$ cat config.mk
export PLATFORM = sky130hd
export DESIGN_NAME = hm_dog_homing_seq
export DESIGN_NICKNAME = d
export VERILOG_FILES = /design/src/logic/hm_guard_unused.sv /design/src/logic/hm_pkg.sv /design/src/logic/hm_in_filter.sv /design/src/logic/hm_ramp.sv /design/src/logic/hm_dog_homing_seq.sv
export SDC_FILE = /design/constraint.sdc
export NUM_CORES = 1
export LEC_CHECK = 0
export BUFFER_PORTS_ARGS = -buffer_cell sky130_fd_sc_hd__buf_2
export CORE_ASPECT_RATIO = 1.4
export CORE_MARGIN = 1
export CORE_UTILIZATION = 57
export DETAILED_ROUTE_END_ITERATION = 10
export GPL_ROUTABILITY_DRIVEN = 0
export GPL_TIMING_DRIVEN = 0
export PLACE_DENSITY = 0.77
export SYNTH_ARGS = -nofsm -noshare
export SYNTH_HDL_FRONTEND = slang
export SYNTH_SLANG_ARGS = --single-unit
$ cat constraint.sdc
create_clock -name pclk -period 5.01 [get_ports pclk]
set_input_delay 0.501 -clock pclk [delete_from_list [all_inputs] [get_ports pclk]]
set_output_delay 0.501 -clock pclk [all_outputs]
set_load 0.02 [all_outputs]
$ cat src/logic/hm_guard_unused.sv
// Holds no logic; the sequencer lives in the other design files

$ cat src/logic/hm_pkg.sv
// Shared constants, register map and types of the homing sequencer
package hm_pkg;
  // Clock and motion time base
  localparam int unsigned CLK_PERIOD_NS  = 10;
  localparam int unsigned TICK_PERIOD_NS = 1000;
  localparam int unsigned TICK_CYC       = (TICK_PERIOD_NS + CLK_PERIOD_NS
                                            - 1) / CLK_PERIOD_NS;
  localparam int unsigned TICK_W         = 7;
  // Register byte offsets
  localparam logic [7:0] A_CTRL     = 8'h00;
  localparam logic [7:0] A_STATUS   = 8'h04;
  localparam logic [7:0] A_METHOD   = 8'h08;
  localparam logic [7:0] A_HSPEED   = 8'h0C;
  localparam logic [7:0] A_CSPEED   = 8'h10;
  localparam logic [7:0] A_SHIFT    = 8'h14;
  localparam logic [7:0] A_ACCEL    = 8'h18;
  localparam logic [7:0] A_HOMEDATA = 8'h1C;
  localparam logic [7:0] A_AFTERDOG = 8'h20;
  localparam logic [7:0] A_FILTER   = 8'h24;
  localparam logic [7:0] A_POSITION = 8'h28;
  localparam logic [7:0] A_INPUTS   = 8'h2C;
  // Field positions
  localparam int unsigned CTRL_START = 0;
  localparam int unsigned CTRL_ABORT = 1;
  localparam int unsigned MC_DIR     = 4;
  localparam int unsigned MC_POL     = 8;
  localparam logic [3:0]  METHOD_COUNT  = 4'h6;
  localparam logic [3:0]  METHOD_CRADLE = 4'h7;
  // Filtered input vector layout
  localparam int unsigned IN_DOG  = 0;
  localparam int unsigned IN_AUTO = 1;
  localparam int unsigned IN_TS0  = 2;
  localparam int unsigned IN_PROG = 5;
  localparam int unsigned IN_W    = 6;
  // Reset values
  localparam logic [15:0] RST_METHOD = 16'h0106;
  localparam logic [15:0] RST_HSPEED = 16'h0064;
  localparam logic [15:0] RST_CSPEED = 16'h000A;
  localparam logic [15:0] RST_ACCEL  = 16'h0000;
  localparam logic [7:0]  RST_FILTER = 8'h02;
  // Sequencer states
  typedef enum logic [2:0] {
    HM_IDLE, HM_FAST, HM_COUNT, HM_ZWAIT, HM_SHIFT, HM_STOP, HM_LOAD, HM_DONE
  } hm_state_t;
  // Distance moved from a marked point in the travel direction
  function automatic logic [31:0] hm_dist(input logic [31:0] pos,
                                          input logic [31:0] mark,
                                          input logic        dir);
    hm_dist = dir ? (pos - mark) : (mark - pos);
  endfunction : hm_dist
endpackage : hm_pkg

$ cat src/logic/hm_in_filter.sv
// Input filter that delays every input change by a programmable time
`timescale 1ns/10ps
`default_nettype none
module hm_in_filter #(
  parameter int unsigned W  = 6,
  parameter int unsigned FW = 8
) (
  // Clock, reset and time base
  input  wire logic          pclk,
  input  wire logic          presetn,
  input  wire logic          tick,
  // Filter time in ticks
  input  wire logic [FW-1:0] ftime,
  // Raw and filtered inputs
  input  wire logic [W-1:0]  raw,
  output logic      [W-1:0]  stable_q
);
  logic [FW-1:0] cnt_q [W];

  if (W < 1 || FW < 1) begin : g_chk
    $error("hm_in_filter: widths must be at least one");
  end

  ////////////////////////////////////////////////////////////////////////
  // A change must persist for ftime+1 ticks; a glitch restarts the count
  always_ff @(posedge pclk or negedge presetn) begin
    if (!presetn) begin
      stable_q <= '0;
      for (int i = 0; i < W; i++) begin
        cnt_q[i] <= '0;
      end
    end else begin
      for (int i = 0; i < W; i++) begin
        if (raw[i] == stable_q[i]) begin
          cnt_q[i] <= '0;
        end else if (tick) begin
          if (cnt_q[i] >= ftime) begin
            stable_q[i] <= raw[i];
          end else begin
            cnt_q[i] <= cnt_q[i] + FW'(1);
          end
        end
      end
    end
  end
endmodule : hm_in_filter
`default_nettype wire

$ cat src/logic/hm_ramp.sv
// Speed ramp with a programmable acceleration/deceleration time constant
`timescale 1ns/10ps
`default_nettype none
module hm_ramp #(
  parameter int unsigned SW = 16
) (
  // Clock, reset and time base
  input  wire logic          pclk,
  input  wire logic          presetn,
  input  wire logic          tick,
  // Target speed and ticks per speed step, less one
  input  wire logic [SW-1:0] target,
  input  wire logic [15:0]   accel_ticks,
  // Present speed
  output logic      [SW-1:0] speed_q
);
  logic [15:0] cnt_q;

  if (SW < 2) begin : g_chk
    $error("hm_ramp: speed width too small");
  end

  ////////////////////////////////////////////////////////////////////////
  // homing ramp rate
  // One unit of speed per accel_ticks+1 ticks, in both directions
  always_ff @(posedge pclk or negedge presetn) begin
    if (!presetn) begin
      speed_q <= '0;
      cnt_q   <= 16'h0000;
    end else if (tick) begin
      if (cnt_q >= accel_ticks) begin
        cnt_q <= 16'h0000;
        if (speed_q < target) begin
          speed_q <= speed_q + SW'(1);
        end else if (speed_q > target) begin
          speed_q <= speed_q - SW'(1);
        end
      end else begin
        cnt_q <= cnt_q + 16'h0001;
      end
    end
  end
endmodule : hm_ramp
`default_nettype wire

$ cat src/logic/hm_dog_homing_seq.sv
// Dog referenced homing sequencer with APB register slave
// Contract
// - Method digit 6 selects count-type dog front end homing.
// - Count type: decelerate at dog, home after travel plus shift.
// - Count type never uses the encoder index pulse.
// - Count-type home depends on dog sampling; error grows with speed.
// - Count-type home may shift when homing speed changes.
// - Count-type travel is measured from the dog front end.
// - Method digit 7 selects dog cradle homing.
// - Cradle: first index pulse after dog front end is reference.
// - Cradle: home is index position offset by the shift distance.
// - Homing speed until dog detected, creep speed afterwards.
// - Direction and dog polarity come from the method configuration.
// - All homing motion uses the homing acceleration time constant.
// - On completion the position is loaded with home data.
// - Every external input change is delayed by the filter time; index_pulse is used unfiltered here.
//
// Chosen here: the register addresses and the APB slave port.
`timescale 1ns/10ps
`default_nettype none
module hm_dog_homing_seq #(
  parameter int unsigned TICK_CYC = hm_pkg::TICK_CYC
) (
  // Clock and reset
  input  wire logic        pclk,
  input  wire logic        presetn,
  // APB slave
  input  wire logic        psel,
  input  wire logic        penable,
  input  wire logic        pwrite,
  input  wire logic [7:0]  paddr,
  input  wire logic [31:0] pwdata,
  output logic             pready,
  output logic [31:0]      prdata,
  output logic             pslverr,
  // Input devices
  input  wire logic        auto_manual_select,
  input  wire logic        table_select_bit0,
  input  wire logic        table_select_bit1,
  input  wire logic        table_select_bit2,
  input  wire logic        homing_program_command,
  input  wire logic        dog_in,
  input  wire logic        index_pulse,
  // Motion command and status
  output logic [15:0]      speed_cmd,
  output logic             move_dir,
  output logic             homing_busy,
  output logic             homing_done,
  output logic             home_error
);
  logic [15:0] homing_method_config;
  logic [15:0] homing_speed;
  logic [15:0] creep_speed;
  logic [31:0] home_shift_distance;
  logic [15:0] homing_accel_time;
  logic [31:0] home_position_data;
  logic [31:0] after_dog_travel;
  logic [7:0]  input_filter_time;
  localparam int unsigned TICK_W_L = hm_pkg::TICK_W;
  logic [TICK_W_L-1:0] tick_cnt_q;
  logic        tick_q;
  logic        sw_start_q;
  logic        sw_abort_q;
  logic [hm_pkg::IN_W-1:0] raw_in;
  logic [hm_pkg::IN_W-1:0] filt;
  logic        dog_act;
  logic        dog_act_q;
  logic        prog_q;
  logic        dog_rise;
  logic        start;
  logic        mode_ok;
  logic        wr_en;
  logic        addr_ok;
  logic [31:0] rd_data;
  logic [15:0] speed;
  logic [15:0] target_q;
  logic [31:0] pos_q;
  logic [31:0] mark_q;
  logic [31:0] dist_q;
  logic        cradle_q;
  logic [3:0]  method;
  hm_pkg::hm_state_t state_q;

  if (TICK_CYC < 2 || TICK_CYC >= (1 << TICK_W_L)) begin : g_chk
    $error("hm_dog_homing_seq: TICK_CYC out of range");
  end

  ////////////////////////////////////////////////////////////////////////
  // Motion time base: one-cycle tick every TICK_CYC clocks
  always_ff @(posedge pclk or negedge presetn) begin
    if (!presetn) begin
      tick_cnt_q <= '0;
      tick_q     <= 1'b0;
    end else begin
      tick_q <= (tick_cnt_q == TICK_W_L'(TICK_CYC - 1));
      if (tick_cnt_q == TICK_W_L'(TICK_CYC - 1)) begin
        tick_cnt_q <= '0;
      end else begin
        tick_cnt_q <= tick_cnt_q + TICK_W_L'(1);
      end
    end
  end

  ////////////////////////////////////////////////////////////////////////
  // Input filter and ramp
  assign raw_in = {homing_program_command, table_select_bit2,
                   table_select_bit1, table_select_bit0,
                   auto_manual_select, dog_in};

  hm_in_filter #(.W(hm_pkg::IN_W), .FW(8)) u_filter (
    .pclk     (pclk),
    .presetn  (presetn),
    .tick     (tick_q),
    .ftime    (input_filter_time),
    .raw      (raw_in),
    .stable_q (filt)
  );

  hm_ramp #(.SW(16)) u_ramp (
    .pclk        (pclk),
    .presetn     (presetn),
    .tick        (tick_q),
    .target      (target_q),
    .accel_ticks (homing_accel_time),
    .speed_q     (speed)
  );

  assign speed_cmd = speed;

  ////////////////////////////////////////////////////////////////////////
  // APB: no wait states; read data latched in the setup cycle
  always_comb begin
    addr_ok = 1'b1;
    rd_data = 32'h0000_0000;
    case (paddr)
      hm_pkg::A_CTRL:     rd_data = 32'h0000_0000;
      hm_pkg::A_STATUS:   rd_data = {29'h0, home_error, homing_done,
                                     homing_busy};
      hm_pkg::A_METHOD:   rd_data = {16'h0000, homing_method_config};
      hm_pkg::A_HSPEED:   rd_data = {16'h0000, homing_speed};
      hm_pkg::A_CSPEED:   rd_data = {16'h0000, creep_speed};
      hm_pkg::A_SHIFT:    rd_data = home_shift_distance;
      hm_pkg::A_ACCEL:    rd_data = {16'h0000, homing_accel_time};
      hm_pkg::A_HOMEDATA: rd_data = home_position_data;
      hm_pkg::A_AFTERDOG: rd_data = after_dog_travel;
      hm_pkg::A_FILTER:   rd_data = {24'h000000, input_filter_time};
      hm_pkg::A_POSITION: rd_data = pos_q;
      hm_pkg::A_INPUTS:   rd_data = {26'h0, filt};
      default:            addr_ok = 1'b0;
    endcase
  end

  always_ff @(posedge pclk or negedge presetn) begin
    if (!presetn) begin
      pready  <= 1'b0;
      prdata  <= 32'h0000_0000;
      pslverr <= 1'b0;
    end else begin
      pready <= psel & ~penable & ~pready;
      if (psel & ~penable) begin
        prdata  <= rd_data;
        pslverr <= ~addr_ok;
      end
    end
  end

  assign wr_en = psel & penable & pready & pwrite & ~pslverr;

  // Configuration registers; start and abort are self-clearing pulses
  always_ff @(posedge pclk or negedge presetn) begin
    if (!presetn) begin
      homing_method_config <= hm_pkg::RST_METHOD;
      homing_speed         <= hm_pkg::RST_HSPEED;
      creep_speed          <= hm_pkg::RST_CSPEED;
      home_shift_distance  <= 32'h0000_0000;
      homing_accel_time    <= hm_pkg::RST_ACCEL;
      home_position_data   <= 32'h0000_0000;
      after_dog_travel     <= 32'h0000_0000;
      input_filter_time    <= hm_pkg::RST_FILTER;
      sw_start_q           <= 1'b0;
      sw_abort_q           <= 1'b0;
    end else begin
      sw_start_q <= wr_en && paddr == hm_pkg::A_CTRL &&
                    pwdata[hm_pkg::CTRL_START];
      sw_abort_q <= wr_en && paddr == hm_pkg::A_CTRL &&
                    pwdata[hm_pkg::CTRL_ABORT];
      if (wr_en) begin
        case (paddr)
          hm_pkg::A_METHOD:   homing_method_config <= pwdata[15:0];
          hm_pkg::A_HSPEED:   homing_speed         <= pwdata[15:0];
          hm_pkg::A_CSPEED:   creep_speed          <= pwdata[15:0];
          hm_pkg::A_SHIFT:    home_shift_distance  <= pwdata;
          hm_pkg::A_ACCEL:    homing_accel_time    <= pwdata[15:0];
          hm_pkg::A_HOMEDATA: home_position_data   <= pwdata;
          hm_pkg::A_AFTERDOG: after_dog_travel     <= pwdata;
          hm_pkg::A_FILTER:   input_filter_time    <= pwdata[7:0];
          default: ;
        endcase
      end
    end
  end

  ////////////////////////////////////////////////////////////////////////
  // Start conditions and dog front end
  // manual homing mode selected
  assign mode_ok = filt[hm_pkg::IN_AUTO] &&
                   filt[hm_pkg::IN_TS0 +: 3] == 3'b000;
  assign dog_act = homing_method_config[hm_pkg::MC_POL] ?
                   filt[hm_pkg::IN_DOG] : ~filt[hm_pkg::IN_DOG];
  assign method  = homing_method_config[3:0];
  // dog sampled once per clock after filtering
  assign dog_rise = dog_act & ~dog_act_q;
  assign start = mode_ok & ((filt[hm_pkg::IN_PROG] & ~prog_q) | sw_start_q);

  always_ff @(posedge pclk or negedge presetn) begin
    if (!presetn) begin
      dog_act_q <= 1'b0;
      prog_q    <= 1'b0;
    end else begin
      dog_act_q <= dog_act;
      prog_q    <= filt[hm_pkg::IN_PROG];
    end
  end

  ////////////////////////////////////////////////////////////////////////
  // Homing sequencer and position counter
  always_ff @(posedge pclk or negedge presetn) begin
    if (!presetn) begin
      state_q     <= hm_pkg::HM_IDLE;
      pos_q       <= 32'h0000_0000;
      mark_q      <= 32'h0000_0000;
      dist_q      <= 32'h0000_0000;
      target_q    <= 16'h0000;
      cradle_q    <= 1'b0;
      move_dir    <= 1'b0;
      homing_busy <= 1'b0;
      homing_done <= 1'b0;
      home_error  <= 1'b0;
    end else begin
      if (tick_q) begin
        pos_q <= move_dir ? pos_q + {16'h0000, speed}
                          : pos_q - {16'h0000, speed};
      end
      if (sw_abort_q && homing_busy) begin
        target_q    <= 16'h0000;
        homing_busy <= 1'b0;
        home_error  <= 1'b1;
        state_q     <= hm_pkg::HM_IDLE;
      end else begin
        case (state_q)
          hm_pkg::HM_IDLE: begin
            if (start) begin
              homing_done <= 1'b0;
              // count type / cradle type selection
              if (method == hm_pkg::METHOD_COUNT ||
                  method == hm_pkg::METHOD_CRADLE) begin
                cradle_q    <= (method == hm_pkg::METHOD_CRADLE);
                move_dir    <= homing_method_config[hm_pkg::MC_DIR];
                target_q    <= homing_speed;
                homing_busy <= 1'b1;
                home_error  <= 1'b0;
                state_q     <= hm_pkg::HM_FAST;
              end else begin
                home_error <= 1'b1;
              end
            end
          end
          hm_pkg::HM_FAST: begin
            if (dog_rise) begin
              // decelerate to creep at front end
              target_q <= creep_speed;
              mark_q   <= pos_q;
              dist_q   <= after_dog_travel + home_shift_distance;
              // home position follows the speed at this sample
              state_q  <= cradle_q ? hm_pkg::HM_ZWAIT : hm_pkg::HM_COUNT;
            end
          end
          hm_pkg::HM_COUNT: begin
            if (hm_pkg::hm_dist(pos_q, mark_q, move_dir) >= dist_q) begin
              target_q <= 16'h0000;
              state_q  <= hm_pkg::HM_STOP;
            end
          end
          hm_pkg::HM_ZWAIT: begin
            if (index_pulse) begin
              mark_q  <= pos_q;
              dist_q  <= home_shift_distance;
              state_q <= hm_pkg::HM_SHIFT;
            end
          end
          hm_pkg::HM_SHIFT: begin
            if (hm_pkg::hm_dist(pos_q, mark_q, move_dir) >= dist_q) begin
              target_q <= 16'h0000;
              state_q  <= hm_pkg::HM_STOP;
            end
          end
          hm_pkg::HM_STOP: begin
            if (speed == 16'h0000) begin
              state_q <= hm_pkg::HM_LOAD;
            end
          end
          hm_pkg::HM_LOAD: begin
            pos_q   <= home_position_data;
            state_q <= hm_pkg::HM_DONE;
          end
          hm_pkg::HM_DONE: begin
            homing_done <= 1'b1;
            homing_busy <= 1'b0;
            state_q     <= hm_pkg::HM_IDLE;
          end
          default: state_q <= hm_pkg::HM_IDLE;
        endcase
      end
    end
  end
endmodule : hm_dog_homing_seq
`default_nettype wire

==> flow_summary.json <==
{
  "cp.arrival_ns": 5.69,
  "layout.cells.non_filler": 3778,
  "vias": 25100,
  "power.density_mw_per_mm2": 225,
  "synthesis.instances": 2933,
  "start_kind": "flip-flop",
  "timing.final.hold_violations": 0,
  "grtUsageTotal": 0.366,
  "post_synth.cell_area_avg_um2": 9.56,
  "worst_ir_drop_vdd_uv": 264,
  "cp.required_ns": 5.48,
  "tritoncts.num_buffers": 44,
  "run_status": "finished with violations",
  "grt_max_degree": 124,
  "post_synth_num_cell_types": 84,
  "clock_sink_count": 420,
  "max-cap-violations": 0,
  "wl_um": 91900,
  "dp_slack_ns": -0.927,
  "timing.critical_path.cells": "inv_1 -> ha_4 -> and4_4 -> o2bb2ai_4 -> a211oi_4 -> buf_4 -> o21bai_4 -> a211oi_2 -> o41a_1 -> o31a_1 -> or3_4 -> o311ai_4 -> xor2_1 -> ha_1 -> nand4_1 -> or2_4 -> a211oi_4 -> nor3_4 -> a21oi_4 -> mux2_2",
  "layout_cells_sized_above_1": 0.157,
  "crit_slowest_cell": "sky130_fd_sc_hd__o41a_1",
  "grt_overflow": 0,
  "failed_checks": "setup timing",
  "route.detailed.wl_per_inst_um": 24.3,
  "setup_slack_ns": -0.203,
  "critical_path_class": "flip-flop to flip-flop",
  "design.final.nets": 3430,
  "slew_at_the_pin_closest_to_its_max_slew_limit_ns": 1.30,
  "worst_hold_path_type": "primary input to flip-flop",
  "vias_in_the_first_global_route": 25200,
  "post_drt_via_cell_ratio": 6.63,
  "antenna_found_initial": 2,
  "drc": 0,
  "tritoncts": "built",
  "cts-root-buf": "sky130_fd_sc_hd__clkbuf_16",
  "die_w_um": 189,
  "ioPinCount": 106,
  "seq_area_frac_synth": 0.375,
  "cts_max_path_buffers": 3,
  "power.leakage_nw": 15.2,
  "yosys-top-cells-area": "sky130_fd_sc_hd__dfrtp_1 37%, sky130_fd_sc_hd__ha_1 12%, sky130_fd_sc_hd__mux2_2 7.5%",
  "timing.slew.headroom": 0.129,
  "dieArea_mm2": 0.0501,
  "htree_levels": 2,
  "detailedPlacementHpwl_um": 68200,
  "synth_enable_flop_cells": 0,
  "placeableCoreArea_mm2": 0.0483,
  "period_minus_slack_ns": 5.21,
  "min_period_over_period": 1.04,
  "worst_clock_skew_ns": 0.0183,
  "timing.critical_path.mode_cell": "sky130_fd_sc_hd__a211oi_4",
  "io_buffer_count": 105,
  "cell_area_after_layout_mm2": 0.0314,
  "grt_setup_unrepaired": "yes",
  "fin_total_pwr_mw": 7.08,
  "finalSetupTns_ns": -2.87,
  "synthToLayoutAreaGrowth_pct": 12.1,
  "finalCoreUtilization": 0.652,
  "crit_fanout": 6,
  "mostFrequentLayoutCell": "sky130_fd_sc_hd__dfrtp_1",
  "synth_area_mm2": 0.0280,
  "yosys_warnings": 0,
  "achievable-frequency_mhz": 192,
  "yosys_register_bits": 420,
  "synth-main-ff-cell": "sky130_fd_sc_hd__dfrtp_1",
  "yosysTopAreaCellShare": 0.367,
  "initial_detailed_routing_violation_count": 2387,
  "detail-route-antenna-nets": 0,
  "rows": 95,
  "drtPass1Iterations": 9,
  "initial_core_utilization": 0.581,
  "post_dp_cell_area_mm2": 0.0295,
  "worst_hold_slack_ns": 0.155,
  "grt_pass1_wl_um": 141000,
  "die_h_um": 264,
  "clkSlewWorstSetupHoldPaths_ns": 0.06,
  "timing.final.setup_violations": 19,
  "timing.final.max_slew_violations": 0,
  "final_cell_mix": "395 x sky130_fd_sc_hd__dfrtp_1, 257 x sky130_fd_sc_hd__ha_1, 252 x sky130_fd_sc_hd__nand2_1",
  "synth.net_count": 3250,
  "clock_latency_ns": 0.60,
  "critPathMaxStageDelay_ns": 0.47,
  "critical_path.endpoint_type": "flip-flop",
  "synth_top_cell_by_area": "sky130_fd_sc_hd__dfrtp_1",
  "async_flop_share": 1.00,
  "placedCellCount": 3671
}
-- cell families (layout without fill, tap and decap cells) --
kind of cell    count (synthesis)  after routing  share of synthesized area
xor+xnor                      152            152                     0.0475
simple gates                  716            716                      0.120
buf+inv                       299            512                     0.0405
other cells                     0              2                          0
flops                         420            420                      0.375
mux                           236            236                     0.0926
fa+ha+maj                     265            265                      0.120
compound gates                845            845                      0.205
-- critical path: cells and delay by family, from the launching register on --
kind / cells / cell delay (ns)
AND/OR/NAND/NOR: 5 / 1.14
adder cells (fa/ha/maj): 2 / 0.60
multiplexers: 1 / 0.38
flip-flops: 1 / 0.46
buffers and inverters: 2 / 0.27
XOR/XNOR: 1 / 0.12
AO/OA/AOI/OAI: 9 / 2.12
-- area by class of cell --
class / instances / area [µm²]
repair buffers: 138 / 867
flip-flops and latches: 420 / 10500
multi-input cells: 2214 / 16600
diodes: 2 / 5.00
inverters: 179 / 672
fillers: 3841 / 16800
clock inverters: 19 / 239
well taps: 630 / 788
clock buffers: 60 / 1240
plain buffers: 116 / 468
-- synth_stat cells, types with 8 or more instances --
| cell type | n |
|---|---|
| sky130_fd_sc_hd__dfrtp_1 | 411 |
| sky130_fd_sc_hd__ha_1 | 260 |
| sky130_fd_sc_hd__nand2_1 | 252 |
| sky130_fd_sc_hd__a21oi_1 | 217 |
| sky130_fd_sc_hd__mux2_2 | 188 |
| sky130_fd_sc_hd__nor2_1 | 186 |
| sky130_fd_sc_hd__inv_1 | 177 |
| sky130_fd_sc_hd__o21ai_0 | 154 |
| sky130_fd_sc_hd__a21o_1 | 116 |
| sky130_fd_sc_hd__clkbuf_1 | 104 |
| sky130_fd_sc_hd__xnor2_1 | 94 |
| sky130_fd_sc_hd__xor2_1 | 58 |
| sky130_fd_sc_hd__nand4_1 | 52 |
| sky130_fd_sc_hd__mux2i_1 | 48 |
| sky130_fd_sc_hd__nand3_1 | 46 |
| sky130_fd_sc_hd__a22oi_1 | 43 |
| sky130_fd_sc_hd__a222oi_1 | 42 |
| sky130_fd_sc_hd__a211oi_1 | 38 |
| sky130_fd_sc_hd__a22o_1 | 37 |
| sky130_fd_sc_hd__nor3_1 | 35 |
| sky130_fd_sc_hd__nand2b_1 | 28 |
| sky130_fd_sc_hd__o21bai_1 | 25 |
| sky130_fd_sc_hd__nor2b_1 | 24 |
| sky130_fd_sc_hd__a31oi_1 | 21 |
| sky130_fd_sc_hd__and3_1 | 21 |
| sky130_fd_sc_hd__o211ai_1 | 18 |
| sky130_fd_sc_hd__o21a_1 | 17 |
| sky130_fd_sc_hd__o31ai_1 | 16 |
| sky130_fd_sc_hd__or3_1 | 15 |
| sky130_fd_sc_hd__buf_1 | 13 |
| sky130_fd_sc_hd__a2111oi_0 | 10 |
| sky130_fd_sc_hd__or4_1 | 10 |
| sky130_fd_sc_hd__a221oi_1 | 9 |
| sky130_fd_sc_hd__dfstp_2 | 9 |
| sky130_fd_sc_hd__nor4_1 | 9 |
| sky130_fd_sc_hd__or2_2 | 9 |
| sky130_fd_sc_hd__o41ai_1 | 8 |
-- power by group --
part | internal (mW) | leakage [nW] | switching [mW] | total, mW
clock network | 1.95 | 0.723 | 1.48 | 3.43
logic | 0.0561 | 8.78 | 0.170 | 0.227
registers | 3.41 | 5.66 | 0.0129 | 3.42
-- path summary, 6_finish.rpt --
check                           depth (start not counted)                      end  slack, ns  startpoint
worst min-delay path                                    2  home_shift_distance[24]       0.15  pwdata[24]
min in group asynchronous                               2               mark_q[18]       0.44     presetn
worst max-delay path                                   20              target_q[0]      -0.20    pos_q[2]
worst min register to register                          1                   pready       0.47      pready
max in group asynchronous                               4         u_ramp.cnt_q[14]       2.86     presetn
worst max register to register                         20              target_q[0]      -0.20    pos_q[2]
-- flip-flops by register name, summed over array words and instances (netlist names), 3 cells and up --
register / flops
mark_q: 32
state_q: 3
homing_accel_time: 16
homing_method_config: 16
u_ramp.cnt_q: 16
home_shift_distance: 32
u_filter.stable_q: 6
target_q: 16
u_filter.cnt_q: 48
pos_q: 32
after_dog_travel: 32
home_position_data: 32
prdata: 32
dist_q: 32
creep_speed: 16
tick_cnt_q: 7
input_filter_time: 8
homing_speed: 16
u_ramp.speed_q: 16
-- timing repair --
action                                  CTS  global route
pin swaps                                 4            26
setup buffers                             7            22
gates cloned                              0             1
endpoints found under the hold margin    64             0
hold buffers                              1             0
resized for setup                        30            38
endpoints found under the setup margin   32            29
-- per-layer routing --
layer / up-vias / share of wire / GRT usage
met1: 12200 / 0.35 / 0.407
met5: - / 0 / 0
li1: 11100 / - / -
met4: 0 / 0.11 / 0.331
met3: 462 / 0.079 / 0.0727
met2: 1322 / 0.46 / 0.592
(Power assumes the default switching activity.)
